<file path="config.mk">
export PLATFORM = sky130hd
export DESIGN_NAME = run_stop_sequencer
export DESIGN_NICKNAME = d
export VERILOG_FILES = /design/src/hdl/run_stop_pkg.sv /design/src/hdl/run_stop_sequencer.sv
export SDC_FILE = /design/constraint.sdc
export NUM_CORES = 1
export LEC_CHECK = 0
export BUFFER_PORTS_ARGS = -buffer_cell sky130_fd_sc_hd__buf_2
export CORE_ASPECT_RATIO = 0.5
export CORE_MARGIN = 5
export CORE_UTILIZATION = 50
export CTS_CLUSTER_SIZE = 10
export DETAILED_ROUTE_END_ITERATION = 6
export PLACE_DENSITY = 0.7
export SLEW_MARGIN = 10
export SYNTH_ARGS = -nofsm -noshare
export SYNTH_HDL_FRONTEND = slang
export SYNTH_SLANG_ARGS = --single-unit
</file>
<file path="constraint.sdc">
create_clock -name pclk -period 10.6 [get_ports pclk]
set_input_delay 0 -clock pclk [delete_from_list [all_inputs] [get_ports pclk]]
set_output_delay 0 -clock pclk [all_outputs]
set_load 0.005 [all_outputs]
</file>
<file path="src/hdl/run_stop_pkg.sv">
// run/stop sequencer package: register map, field layout, reset values, timing, types
package run_stop_pkg;

  // register byte offsets on the apb bus
  localparam logic [7:0] CTRL_OFS   = 8'h00;  // run source and stop method
  localparam logic [7:0] MFI_OFS    = 8'h04;  // multi-function input selections
  localparam logic [7:0] INIT_OFS   = 8'h08;  // init mode command
  localparam logic [7:0] BRAKE_OFS  = 8'h0C;  // zero speed, brake current, brake time
  localparam logic [7:0] LIMIT_OFS  = 8'h10;  // lower output frequency limit
  localparam logic [7:0] TIMES_OFS  = 8'h14;  // baseblock time and decel time
  localparam logic [7:0] STATUS_OFS = 8'h18;  // read-only state

  // field positions
  localparam int SRC_LSB   = 0;   // run_source_select [1:0]
  localparam int STOP_LSB  = 2;   // stop_method_select [3:2]
  localparam int MFI_W     = 6;   // width of one input selection field
  localparam int ZSPD_LSB  = 0;   // zero_speed_level [7:0], 0.1 hz
  localparam int CUR_LSB   = 8;   // dc_brake_current [14:8], percent
  localparam int BTIME_LSB = 16;  // dc_brake_stop_time [25:16], 0.01 s
  localparam int OFF_LSB   = 0;   // min_output_off_time [7:0], 0.1 s
  localparam int DECEL_LSB = 16;  // decel_time_one [31:16], 0.1 s

  // reset values and setting limits
  localparam logic [1:0]  SRC_RST    = 2'h1;        // control terminals
  localparam logic [1:0]  STOP_RST   = 2'h0;        // decelerate
  localparam logic [29:0] MFI_RST    = 30'h61440C1; // fields 1,3,4,5,6: two-wire
  localparam logic [29:0] MFI_3WIRE  = 30'h61400C1; // fifth terminal field is zero
  localparam logic [15:0] INIT_3WIRE = 16'h0D02;    // init value 3330
  localparam logic [7:0]  ZSPD_RST   = 8'h05;       // 0.5 hz
  localparam logic [7:0]  ZSPD_MAX   = 8'h64;       // 10.0 hz
  localparam logic [6:0]  CUR_RST    = 7'h32;       // 50 percent
  localparam logic [6:0]  CUR_MAX    = 7'h64;       // 100 percent
  localparam logic [9:0]  BTIME_RST  = 10'h032;     // 0.50 s
  localparam logic [9:0]  BTIME_MAX  = 10'h3E8;     // 10.00 s
  localparam logic [15:0] LIMIT_RST  = 16'h0000;    // 0.0 hz
  localparam logic [7:0]  OFF_RST    = 8'h05;       // 0.5 s
  localparam logic [15:0] DECEL_RST  = 16'h0064;    // 10.0 s
  localparam logic [3:0]  DECI_TICKS = 4'hA;        // 10 ms ticks per 0.1 s

  // timing: all timers count 10 ms ticks
  localparam int CLK_PERIOD_NS = 20;
  localparam int TICK_NS       = 10000000;
  localparam int TICK_CYCLES   = TICK_NS / CLK_PERIOD_NS;

  // run source and stopping method codes
  typedef enum logic [1:0] {
    SRC_PANEL = 2'b00, SRC_TERM = 2'b01, SRC_COMM = 2'b10, SRC_OPT = 2'b11
  } run_src_t;
  typedef enum logic [1:0] {
    STOP_DECEL = 2'b00, STOP_COAST = 2'b01, STOP_DCB = 2'b10, STOP_TIMER = 2'b11
  } stop_mode_t;

  // sequencer states
  typedef enum logic [2:0] {
    ST_IDLE = 3'b000, ST_RUN = 3'b001, ST_DECEL = 3'b010,
    ST_BRAKE = 3'b011, ST_BBWAIT = 3'b100, ST_LOCK = 3'b101
  } seq_state_t;

  // operator panel key presses (run, stop, fwd_rev are one-cycle; jog is a level)
  typedef struct packed {
    logic run;
    logic stop;
    logic jog;
    logic fwd_rev;
  } panel_keys_t;

  // run command from serial link or option card
  typedef struct packed {
    logic run;
    logic rev;
  } ext_cmd_t;

  // commands to the power stage
  typedef struct packed {
    logic       output_on;
    logic       reverse;
    logic       decel_req;
    logic       dc_brake;
    logic [6:0] brake_current;
  } drive_out_t;

endpackage

</file>
<file path="src/hdl/run_stop_sequencer.sv">
// run/stop sequencer: run source select, 2/3-wire decode, stop methods, apb registers
module run_stop_sequencer #(
  parameter int TICK_CYCLES = run_stop_pkg::TICK_CYCLES  // clocks per 10 ms tick
) (
  input  wire logic                      pclk,
  input  wire logic                      presetn,
  input  wire logic                      psel,
  input  wire logic                      penable,
  input  wire logic                      pwrite,
  input  wire logic [7:0]                paddr,
  input  wire logic [31:0]               pwdata,
  output logic      [31:0]               prdata,
  output logic                           pready,
  output logic                           pslverr,
  input  wire logic [6:0]                term_in,
  input  wire run_stop_pkg::panel_keys_t panel,
  input  wire run_stop_pkg::ext_cmd_t    comm_cmd,
  input  wire run_stop_pkg::ext_cmd_t    opt_cmd,
  input  wire logic [15:0]               out_freq,
  output run_stop_pkg::drive_out_t       drive
);

  // configuration registers
  logic [1:0]  run_source_select_r, run_source_select_nxt;
  logic [1:0]  stop_method_select_r, stop_method_select_nxt;
  logic [29:0] mfi_r, mfi_nxt;                           // five selection fields
  logic [7:0]  zero_speed_level_r, zero_speed_level_nxt;
  logic [6:0]  dc_brake_current_r, dc_brake_current_nxt;
  logic [9:0]  dc_brake_stop_time_r, dc_brake_stop_time_nxt;
  logic [15:0] lower_output_freq_limit_r, lower_output_freq_limit_nxt;
  logic [7:0]  min_output_off_time_r, min_output_off_time_nxt;
  logic [15:0] decel_time_one_r, decel_time_one_nxt;
  logic [31:0] prdata_r, prdata_nxt;
  logic        pslverr_r, pslverr_nxt;
  // run command decode state
  logic        panel_run_r, panel_run_nxt;                // panel run latch
  logic        panel_rev_r, panel_rev_nxt;                // panel direction
  logic        wire3_run_r, wire3_run_nxt;                // three-wire self-hold
  // sequencer state
  run_stop_pkg::seq_state_t state_r, state_nxt;
  logic [19:0] timer_r, timer_nxt;                        // 10 ms ticks left
  logic [19:0] tick_cnt_r, tick_cnt_nxt;
  logic        dir_r, dir_nxt;                            // direction while running
  run_stop_pkg::drive_out_t drive_r, drive_nxt;
  // combinational helpers
  logic        wr_en, setup, mapped;
  logic        tick;
  logic [4:0]  dir_sel;                                   // field set to zero
  logic [4:0]  dir_hit;                                   // selected terminal is on
  logic        three_wire;
  logic        run_cmd, rev_cmd;
  logic [15:0] start_freq;                                // dc brake start level
  logic [19:0] off_ticks, decel_ticks, brake_ticks;

  assign pready  = 1'b1;                                  // no wait states
  assign prdata  = prdata_r;
  assign pslverr = pslverr_r;
  assign drive   = drive_r;
  assign setup   = psel & ~penable;
  assign wr_en   = psel & penable & pwrite & mapped;
  assign mapped  = (paddr == run_stop_pkg::CTRL_OFS) || (paddr == run_stop_pkg::MFI_OFS)
                || (paddr == run_stop_pkg::INIT_OFS) || (paddr == run_stop_pkg::BRAKE_OFS)
                || (paddr == run_stop_pkg::LIMIT_OFS) || (paddr == run_stop_pkg::TIMES_OFS)
                || (paddr == run_stop_pkg::STATUS_OFS);

  // per input selection: zero makes that terminal the direction input
  genvar gi;
  generate
    for (gi = 0; gi < 5; gi++) begin : g_mfi
      assign dir_sel[gi] = (mfi_r[gi*run_stop_pkg::MFI_W +: run_stop_pkg::MFI_W] == 6'h00);
      assign dir_hit[gi] = dir_sel[gi] & term_in[gi+2];
    end
  endgenerate
  assign three_wire = |dir_sel;

  // brake starts at the higher of zero speed level and lower limit
  assign start_freq = ({8'h00, zero_speed_level_r} < lower_output_freq_limit_r)
                    ? lower_output_freq_limit_r : {8'h00, zero_speed_level_r};
  assign off_ticks   = 20'(min_output_off_time_r) * 20'(run_stop_pkg::DECI_TICKS);
  assign decel_ticks = 20'(decel_time_one_r) * 20'(run_stop_pkg::DECI_TICKS);
  assign brake_ticks = 20'(dc_brake_stop_time_r);
  assign tick        = (tick_cnt_r == 20'(TICK_CYCLES - 1));

  // register writes with range clamps, read data captured in the setup cycle
  always_comb begin
    run_source_select_nxt       = run_source_select_r;
    stop_method_select_nxt      = stop_method_select_r;
    mfi_nxt                     = mfi_r;
    zero_speed_level_nxt        = zero_speed_level_r;
    dc_brake_current_nxt        = dc_brake_current_r;
    dc_brake_stop_time_nxt      = dc_brake_stop_time_r;
    lower_output_freq_limit_nxt = lower_output_freq_limit_r;
    min_output_off_time_nxt     = min_output_off_time_r;
    decel_time_one_nxt          = decel_time_one_r;
    prdata_nxt                  = prdata_r;
    pslverr_nxt                 = pslverr_r;
    if (wr_en) begin
      case (paddr)
        run_stop_pkg::CTRL_OFS: begin
          run_source_select_nxt  = pwdata[run_stop_pkg::SRC_LSB +: 2];
          stop_method_select_nxt = pwdata[run_stop_pkg::STOP_LSB +: 2];
        end
        run_stop_pkg::MFI_OFS: mfi_nxt = pwdata[29:0];
        run_stop_pkg::INIT_OFS: begin
          // three-wire init value puts direction on the fifth terminal
          if (pwdata[15:0] == run_stop_pkg::INIT_3WIRE) begin
            mfi_nxt = run_stop_pkg::MFI_3WIRE;
          end
        end
        run_stop_pkg::BRAKE_OFS: begin
          zero_speed_level_nxt = (pwdata[7:0] > run_stop_pkg::ZSPD_MAX)
                               ? run_stop_pkg::ZSPD_MAX : pwdata[7:0];
          dc_brake_current_nxt = (pwdata[run_stop_pkg::CUR_LSB +: 7] > run_stop_pkg::CUR_MAX)
                               ? run_stop_pkg::CUR_MAX
                               : pwdata[run_stop_pkg::CUR_LSB +: 7];
          dc_brake_stop_time_nxt =
            (pwdata[run_stop_pkg::BTIME_LSB +: 10] > run_stop_pkg::BTIME_MAX)
            ? run_stop_pkg::BTIME_MAX : pwdata[run_stop_pkg::BTIME_LSB +: 10];
        end
        run_stop_pkg::LIMIT_OFS: lower_output_freq_limit_nxt = pwdata[15:0];
        run_stop_pkg::TIMES_OFS: begin
          min_output_off_time_nxt = pwdata[run_stop_pkg::OFF_LSB +: 8];
          decel_time_one_nxt      = pwdata[run_stop_pkg::DECEL_LSB +: 16];
        end
        default: ;                                          // status is read-only
      endcase
    end
    if (setup) begin
      pslverr_nxt = ~mapped;
      case (paddr)
        run_stop_pkg::CTRL_OFS:   prdata_nxt = {28'h0000000, stop_method_select_r,
                                                run_source_select_r};
        run_stop_pkg::MFI_OFS:    prdata_nxt = {2'h0, mfi_r};
        run_stop_pkg::BRAKE_OFS:  prdata_nxt = {6'h00, dc_brake_stop_time_r, 1'b0,
                                                dc_brake_current_r, zero_speed_level_r};
        run_stop_pkg::LIMIT_OFS:  prdata_nxt = {16'h0000, lower_output_freq_limit_r};
        run_stop_pkg::TIMES_OFS:  prdata_nxt = {decel_time_one_r, 8'h00,
                                                min_output_off_time_r};
        run_stop_pkg::STATUS_OFS: prdata_nxt = {timer_r, 6'h00, three_wire, rev_cmd,
                                                run_cmd, state_r};
        default:                  prdata_nxt = 32'h00000000;  // init reads zero
      endcase
    end
  end

  // register file flops
  always_ff @(posedge pclk or negedge presetn) begin
    if (!presetn) begin
      run_source_select_r       <= run_stop_pkg::SRC_RST;
      stop_method_select_r      <= run_stop_pkg::STOP_RST;
      mfi_r                     <= run_stop_pkg::MFI_RST;
      zero_speed_level_r        <= run_stop_pkg::ZSPD_RST;
      dc_brake_current_r        <= run_stop_pkg::CUR_RST;
      dc_brake_stop_time_r      <= run_stop_pkg::BTIME_RST;
      lower_output_freq_limit_r <= run_stop_pkg::LIMIT_RST;
      min_output_off_time_r     <= run_stop_pkg::OFF_RST;
      decel_time_one_r          <= run_stop_pkg::DECEL_RST;
      prdata_r                  <= 32'h00000000;
      pslverr_r                 <= 1'b0;
    end else begin
      run_source_select_r       <= run_source_select_nxt;
      stop_method_select_r      <= stop_method_select_nxt;
      mfi_r                     <= mfi_nxt;
      zero_speed_level_r        <= zero_speed_level_nxt;
      dc_brake_current_r        <= dc_brake_current_nxt;
      dc_brake_stop_time_r      <= dc_brake_stop_time_nxt;
      lower_output_freq_limit_r <= lower_output_freq_limit_nxt;
      min_output_off_time_r     <= min_output_off_time_nxt;
      decel_time_one_r          <= decel_time_one_nxt;
      prdata_r                  <= prdata_nxt;
      pslverr_r                 <= pslverr_nxt;
    end
  end

  // run command decode from the selected source
  always_comb begin
    // panel: stop key beats run key, jog runs while held
    panel_run_nxt = panel.stop ? 1'b0 : (panel.run ? 1'b1 : panel_run_r);
    panel_rev_nxt = panel.fwd_rev ? ~panel_rev_r : panel_rev_r;
    // three-wire: stop terminal open drops the hold, a run pulse sets it
    // (the outside holds the run pulse 50 ms; any sampled cycle latches)
    if (!three_wire || !term_in[2]) begin
      wire3_run_nxt = 1'b0;
    end else if (term_in[0]) begin
      wire3_run_nxt = 1'b1;
    end else begin
      wire3_run_nxt = wire3_run_r;
    end
    case (run_stop_pkg::run_src_t'(run_source_select_r))
      run_stop_pkg::SRC_PANEL: begin
        run_cmd = panel_run_r | panel.jog;
        rev_cmd = panel_rev_r;
      end
      run_stop_pkg::SRC_TERM: begin
        if (three_wire) begin
          run_cmd = wire3_run_r;
          rev_cmd = |dir_hit;
        end else begin
          run_cmd = term_in[0] ^ term_in[1];
          rev_cmd = term_in[1] & ~term_in[0];
        end
      end
      run_stop_pkg::SRC_COMM: begin
        run_cmd = comm_cmd.run;
        rev_cmd = comm_cmd.rev;
      end
      default: begin
        run_cmd = opt_cmd.run;
        rev_cmd = opt_cmd.rev;
      end
    endcase
  end

  // sequencer next state: run, stop methods, braking and lockouts
  always_comb begin
    state_nxt    = state_r;
    dir_nxt      = dir_r;
    tick_cnt_nxt = tick ? 20'h00000 : tick_cnt_r + 20'h00001;
    timer_nxt    = (tick && timer_r != 20'h00000) ? timer_r - 20'h00001 : timer_r;
    case (state_r)
      run_stop_pkg::ST_IDLE: begin
        if (run_cmd) begin
          state_nxt = run_stop_pkg::ST_RUN;
          dir_nxt   = rev_cmd;
        end
      end
      run_stop_pkg::ST_RUN: begin
        dir_nxt = rev_cmd;
        if (!run_cmd) begin
          case (run_stop_pkg::stop_mode_t'(stop_method_select_r))
            run_stop_pkg::STOP_DECEL: state_nxt = run_stop_pkg::ST_DECEL;
            run_stop_pkg::STOP_COAST: begin
              state_nxt = run_stop_pkg::ST_LOCK;
              timer_nxt = off_ticks;
            end
            run_stop_pkg::STOP_DCB: begin
              state_nxt = run_stop_pkg::ST_BBWAIT;
              timer_nxt = off_ticks;
            end
            default: begin
              state_nxt = run_stop_pkg::ST_LOCK;
              timer_nxt = decel_ticks;
            end
          endcase
        end
      end
      run_stop_pkg::ST_DECEL: begin
        if (run_cmd) begin
          state_nxt = run_stop_pkg::ST_RUN;
        end else if (out_freq < start_freq) begin
          if (brake_ticks == 20'h00000) begin
            state_nxt = run_stop_pkg::ST_IDLE;
          end else begin
            state_nxt = run_stop_pkg::ST_BRAKE;
            timer_nxt = brake_ticks;
          end
        end
      end
      run_stop_pkg::ST_BRAKE: begin
        if (run_cmd) begin
          state_nxt = run_stop_pkg::ST_RUN;                // a run cancels braking
          dir_nxt   = rev_cmd;
        end else if (timer_r == 20'h00000) begin
          state_nxt = run_stop_pkg::ST_IDLE;
        end
      end
      run_stop_pkg::ST_BBWAIT: begin
        // output off for the baseblock time, then dc brake to rest
        if (timer_r == 20'h00000) begin
          if (brake_ticks == 20'h00000) begin
            state_nxt = run_stop_pkg::ST_IDLE;
          end else begin
            state_nxt = run_stop_pkg::ST_BRAKE;
            timer_nxt = brake_ticks;
          end
        end
      end
      run_stop_pkg::ST_LOCK: begin
        // run commands are ignored until the timer runs out
        if (timer_r == 20'h00000) begin
          state_nxt = run_stop_pkg::ST_IDLE;
        end
      end
      default: state_nxt = run_stop_pkg::ST_IDLE;
    endcase
    // power stage commands follow the next state
    drive_nxt.output_on     = (state_nxt == run_stop_pkg::ST_RUN)
                           || (state_nxt == run_stop_pkg::ST_DECEL);
    drive_nxt.reverse       = dir_nxt;
    drive_nxt.decel_req     = (state_nxt == run_stop_pkg::ST_DECEL);
    drive_nxt.dc_brake      = (state_nxt == run_stop_pkg::ST_BRAKE);
    drive_nxt.brake_current = dc_brake_current_r;
  end

  // sequencer and decode flops
  always_ff @(posedge pclk or negedge presetn) begin
    if (!presetn) begin
      state_r     <= run_stop_pkg::ST_IDLE;
      timer_r     <= 20'h00000;
      tick_cnt_r  <= 20'h00000;
      dir_r       <= 1'b0;
      drive_r     <= '0;
      panel_run_r <= 1'b0;
      panel_rev_r <= 1'b0;
      wire3_run_r <= 1'b0;
    end else begin
      state_r     <= state_nxt;
      timer_r     <= timer_nxt;
      tick_cnt_r  <= tick_cnt_nxt;
      dir_r       <= dir_nxt;
      drive_r     <= drive_nxt;
      panel_run_r <= panel_run_nxt;
      panel_rev_r <= panel_rev_nxt;
      wire3_run_r <= wire3_run_nxt;
    end
  end

  // checks on the sequencer
  src_comm_a: assert property (@(posedge pclk) disable iff (!presetn)
    run_source_select_r == 2'h2 |-> run_cmd == comm_cmd.run)
    else $error("serial link run command not followed");
  panel_latch_a: assert property (@(posedge pclk) disable iff (!presetn)
    run_source_select_r == 2'h0 && panel.run && !panel.stop |=> run_cmd)
    else $error("panel run key not latched");
  two_wire_a: assert property (@(posedge pclk) disable iff (!presetn)
    run_source_select_r == 2'h1 && !three_wire && term_in[1:0] == 2'h1
      |-> run_cmd && !rev_cmd)
    else $error("two-wire forward decode wrong");
  wire3_hold_a: assert property (@(posedge pclk) disable iff (!presetn)
    three_wire && wire3_run_r && term_in[2] ##1 three_wire && term_in[2] |-> wire3_run_r)
    else $error("three-wire run hold dropped without stop");
  decel_start_a: assert property (@(posedge pclk) disable iff (!presetn)
    state_r == run_stop_pkg::ST_RUN && !run_cmd && stop_method_select_r == 2'h0
      |=> drive.decel_req && drive.output_on)
    else $error("deceleration not started on stop");
  brake_enter_a: assert property (@(posedge pclk) disable iff (!presetn)
    state_r == run_stop_pkg::ST_DECEL && !run_cmd && out_freq < start_freq
      && dc_brake_stop_time_r != 10'h000 |=> drive.dc_brake && timer_r == $past(brake_ticks))
    else $error("dc brake not applied below zero speed");
  brake_floor_a: assert property (@(posedge pclk) disable iff (!presetn)
    {8'h00, zero_speed_level_r} < lower_output_freq_limit_r |-> start_freq == lower_output_freq_limit_r)
    else $error("brake start ignores lower limit");
  brake_off_a: assert property (@(posedge pclk) disable iff (!presetn)
    state_r == run_stop_pkg::ST_DECEL && !run_cmd && out_freq < start_freq
      && dc_brake_stop_time_r == 10'h000 |=> state_r == run_stop_pkg::ST_IDLE && !drive.dc_brake)
    else $error("zero brake time still brakes");
  coast_cut_a: assert property (@(posedge pclk) disable iff (!presetn)
    state_r == run_stop_pkg::ST_RUN && !run_cmd && stop_method_select_r == 2'h1
      |=> !drive.output_on && state_r == run_stop_pkg::ST_LOCK)
    else $error("coast stop did not cut output");
  lock_hold_a: assert property (@(posedge pclk) disable iff (!presetn)
    state_r == run_stop_pkg::ST_LOCK && timer_r != 20'h00000 |=> state_r == run_stop_pkg::ST_LOCK)
    else $error("run accepted during lockout");
  timer_stop_a: assert property (@(posedge pclk) disable iff (!presetn)
    state_r == run_stop_pkg::ST_RUN && !run_cmd && stop_method_select_r == 2'h3
      |=> !drive.output_on && timer_r == $past(decel_ticks))
    else $error("timed coast lockout not loaded");

endmodule

</file>
# Word level (Yosys, flattened, before mapping)
# Cells that the tools add are included.
# Widths: inputs -> output; s select.
# totals
in_bits,76
wordCells,142
regBits,189
output_inout_bits,45
# op_classes
magnitude_cmp,5
n_addsub,2
mux,36
n_eq_ne,22
mul,2
n_bitwise,16
n_reduce_logical,37
# ops
operator,n
$pmux 32 s6,1
$mux 20,7
$pmux 20 s3,1
$pmux 30 s2,1
$logic_not 20->1,2
$pmux 20 s2,1
$logic_not 6->1,5
$mux 30,1
$eq 8x5->1 const B,3
$mux 3,7
$add 20x1->20 const B,1
$eq 20x19->1 const B,1
$reduce_bool 20->1,1
$sub 20x1->20 const B,1
$mul 16x3->19 const B,1
$pmux 3 s6,1
$eq 16x12->1 const B,1
$eq 8x4->1 const B,2
$lt 16x16->1,1
$lt 8x16->1,1
$mux 16,1
$eq 3x2->1 const B,4
$mul 8x3->11 const B,1
$and 1x1->1,10
other kinds (31),64

# Logic depth before layout (Yosys ltp)
# depth
ltp_word,9
depth_mapped,19
ltp_nobuf,18

# Worst setup path before layout
# No wires, ideal clock.
# synth_path
path_type,reg-to-reg
from,register zero_speed_level_r[2]
to,register timer_r[6]
required_ns,10.469
path_buffers,1
path_stages_with_launch,19
setup_time_ns,0.131
synth_period_minus_slack_ns,4.193
arrival_time_ns,4.062
slack_ns,6.407
cell_sequence,dfstp_2 > ha_1 > a21o_1 > a31oi_1 > o21ai_1 > a211oi_1 > nor2b_1 > clkbuf_1 > mux2i_1 > ha_1 > a211oi_1 > o21bai_1 > a221o_1 > a211oi_1 > o21ai_0 > a21oi_2 > a21oi_2 > a2111oi_0 > o21ai_1
# synth_between
elab_chain_len,6
# synth_lines
element,line_no,source
"start, declared",run_stop_sequencer.sv:27,"logic [7:0] zero_speed_level_r, zero_speed_level_nxt;"
"start signal, assigned",run_stop_sequencer.sv:152,zero_speed_level_r <= run_stop_pkg::ZSPD_RST;
"start signal, assigned",run_stop_sequencer.sv:164,zero_speed_level_r <= zero_speed_level_nxt;
$lt 8x16->1,run_stop_sequencer.sv:77,"assign start_freq = ({8'h00, zero_speed_level_r} < lower_output_freq_limit_r)"
$mux 16 *,run_stop_sequencer.sv:78,"? lower_output_freq_limit_r : {8'h00, zero_speed_level_r};"
$lt 16x16->1 *,run_stop_sequencer.sv:250,end else if (out_freq < start_freq) begin
$mux 20 *,run_stop_sequencer.sv:250,
$mux 20 *,run_stop_sequencer.sv:248,if (run_cmd) begin
$pmux 20 s3 *,run_stop_sequencer.sv:220,case (state_r)
via timer_nxt[6],run_stop_sequencer.sv:41,"logic [19:0] timer_r, timer_nxt;"
"end signal, assigned",run_stop_sequencer.sv:308,timer_r <= timer_nxt;
"end, declared",run_stop_sequencer.sv:41,
# Mark *: on every way through the listed nets, which the timed path passes. The rest lies on a longest branch.
# A chain may end at the register's enable or synchronous reset.

# Worst setup path in the final report
# layout_path
from,register lower_output_freq_limit_r[2]
to,register timer_r[3]
# layout_between
elab_chain_len,6
# layout_lines
element,line_no,source
"start, declared",run_stop_sequencer.sv:30,"logic [15:0] lower_output_freq_limit_r, lower_output_freq_limit_nxt;"
"start signal, assigned",run_stop_sequencer.sv:155,lower_output_freq_limit_r <= run_stop_pkg::LIMIT_RST;
"start signal, assigned",run_stop_sequencer.sv:167,lower_output_freq_limit_r <= lower_output_freq_limit_nxt;
$lt 8x16->1,run_stop_sequencer.sv:77,
$mux 16 *,run_stop_sequencer.sv:78,
$lt 16x16->1 *,run_stop_sequencer.sv:250,
$mux 20 *,run_stop_sequencer.sv:250,
$mux 20 *,run_stop_sequencer.sv:248,
$pmux 20 s3 *,run_stop_sequencer.sv:220,
via timer_nxt[3],run_stop_sequencer.sv:41,
# Marked as above.

==> qor.yml <==
numCtsBuffers: 17
required_ns: 10.95
critPathKind: "reg -> reg"
cts_root_buffer: "clkbuf_16"
max-slew-margin-rel_pct: 17.9
clk_latency_ns: 0.46
yosysWarnings: 0
synth_enable_flop_cells: 0
async_flop_share_pct: 100
fin_tns_setup_ns: 0
ys_seq_area_share_pct: 42.8
path_max_fanout: 8
area_growth_pct: 16.2
clkTransAtPathRegs_ns: 0.07
grt_use_total_pct: 26.3
grt_pass1_wl_mm: 53.5
synth_common_cells: "205 x nand2_1, 167 x dfrtp_1, 95 x o21ai_0, 72 x a21oi_1, 68 x ha_1"
seq_area_sq_mm: 0.00476
layout-drive-gt1-share_pct: 17.1
finalNonFillerCells: 1644
die-area_sq_mm: 0.0255
die_y_microns: 115
fin_crit_sh_pct: 49.6
nets: 1477
synth_top_cell_area_share_pct: 37.6
cp-end-kind: "register"
row_count: 38
rsz0062_at_grt: "false"
synthDistinctLibCells: 84
remaining_drc_errors: 4
power_density_mw_per_mm2: 132
syn-cell-area_sq_mm: 0.0111
port_buffers: 119
via_per_inst: 6.06
fmax_mhz: 190
clockBufferDepth: 2
tightest_slew_ns: 1.23
hold_buffers: 41
antenna_found_initial: 1
maxCapViolations: 0
r2r_cells: 18
grt_max_degree: 115
die_w_microns: 221
routed_wl_mm: 33.7
htreeDepth: 4
syn_area_per_cell_sq_um: 9.25
syn_inst: 1202
yosysMostFrequentCell: "nand2_1"
core_sq_mm: 0.0218
first_iter_violations: 1051
synthTopCellsByArea: "dfrtp_1 38%, ha_1 7.7%, nand2_1 6.9%, dfstp_2 5.2%, o21ai_0 4.3%"
fill_cells: 1903
r2r_start: "lower_output_freq_limit_r[2]"
finalSetupViolCount: 0
wl_per_cell_microns: 20.5
critPathArrivalTime_ns: 5.61
hold_start: "paddr[3]"
grt_pass1_vias: 9534
dp.cells: 1571
leakagePower_nw: 6.39
period_needed_ns: 5.26
synth_flop_cell: "dfrtp_1"
cts_tree: "yes"
fin_util_pct: 59.3
hold_depth: 3
fin_skew_ns: 0.0120
dr.pass1.iters: 7
cp-startpoint: "lower_output_freq_limit_r[2]"
overflow: 0
place.gp.congestion: 0.942
vdd_drop_max_v: 0.0000812
start_kind: "register"
hpwl_mm: 24.4
yosysTopAreaCell: "dfrtp_1"
violations: "DRC"
num_vias: 9969
hp-class: "in -> reg"
cts_resized: 0
start_util_pct: 51.1
antenna_left: 0
ios: 121
outcome: "finished with violations"
n_antenna_cell: 0
slew_viol_final: 0
clkSinkCount: 189
ys_seq_elements: 189
synth_nets: 1348
post_cts_buffers: 0
finalHoldViolCount: 0
multiInputGateArea_sq_mm: 0.00598
## worst paths after layout
| path | endpoint | slack, ns |
|---|---|---|
| setup / recovery | timer_r[3] | 5.34 |
| hold / removal | pslverr | 0.07 |
| setup reg to reg | timer_r[3] | 5.34 |
| hold reg to reg | drive[4] | 0.42 |
| max in group asynchronous | prdata[15] | 8.89 |
| min in group asynchronous | tick_cnt_r[18] | 0.21 |
## layer usage
metal  wire length, microns  track usage (%)  vias up
met5                      7                0        -
met4                    369             5.62        2
met3                   2560             5.72       40
met2                  15600             42.7      409
met1                  15200             37.1     4897
li1                       -                -     4621
## cells in the final DEF, fill, tap and decap left out, drive strengths merged, types with 9 or more instances in the layout
master,synthesis,routed
nand2,205,205
dfrtp,167,167
buf,10,125
o21ai,101,101
a21oi,74,74
ha,68,68
nor2,64,64
inv,44,45
nand3,43,43
dlygate4sd3,0,41
a222oi,30,30
xor2,26,26
xnor2,26,26
mux2,24,24
nor3,23,23
clkbuf,47,23
dfstp,22,22
a21o,20,20
nor2b,14,14
mux2i,12,12
a22oi,12,12
nand2b,11,11
nor4,11,11
o22ai,10,10
and3,9,9
and2,9,9
## through the flow
| step | setup slack, ns | power [mW] | hold WS (ns) | cell area, sq um |
|---|---|---|---|---|
| floorplan | 6.41 | 0.956 | -0.296 | 11100 |
| global placement | 5.46 | 1.06 | 0.152 | 11900 |
| detailed placement | 5.39 | 1.06 | 0.159 | 11900 |
| CTS | 5.38 | 1.71 | 0.0442 | 12900 |
| global route | 4.95 | 1.78 | 0.108 | 12900 |
| finish | 5.34 | 1.71 | 0.0659 | 12900 |
## final cells by class
class                   count  area share (%)
multi-input cells         912            46.3
flip-flops and latches    189            36.8
repair buffers            167            8.26
clock buffers              22            3.52
well taps                 300            2.91
inverters                  44            1.28
clock inverters            10           0.901
## cell families (layout without fill, tap and decap cells)
family	Yosys count	after routing	synth area share [%]
and+or+nand+nor	429	429	18.6
other	1	1	0.0337
buffers and inverters	101	243	3.59
AOI/OAI and AO/OA	324	324	19.3
xor gates and xnor gates	52	52	4.16
adders and majority gates	70	70	8.01
muxes	36	36	3.51
DFF	189	189	42.8
## critical path, cell delays in order, from the launching register on
cell,delay (ns)
dfrtp_1,0.37
inv_1,0.06
ha_1,0.29
a21o_1,0.11
a31oi_1,0.05
o21ai_1,0.24
a211oi_1,0.11
nor2b_1,0.67
mux2i_1,0.32
ha_1,0.28
o21ai_0,0.18
o21bai_1,0.08
a221o_1,0.35
a211oi_1,0.41
o21ai_0,0.38
a21oi_2,0.46
nand2_1,0.35
and4_1,0.26
a221oi_1,0.19
## power breakdown
part / switching [mW] / internal [mW] / leakage [nW]
Sequential: 0.0369 / 0.739 / 2.43
Clock: 0.289 / 0.354 / 0.274
Combinational: 0.185 / 0.105 / 3.68
Total: 0.511 / 1.20 / 6.39
## state kept, by name, indices dropped and copies added (netlist names), 3 cells and up
signal                     cells
decel_time_one_r              16
min_output_off_time_r          8
lower_output_freq_limit_r     16
timer_r                       20
zero_speed_level_r             8
state_r                        3
prdata                        32
dc_brake_current_r             7
dc_brake_stop_time_r          10
drive                         11
mfi_r                         30
tick_cnt_r                    20
Note: power is estimated with default switching activity, not from simulation.
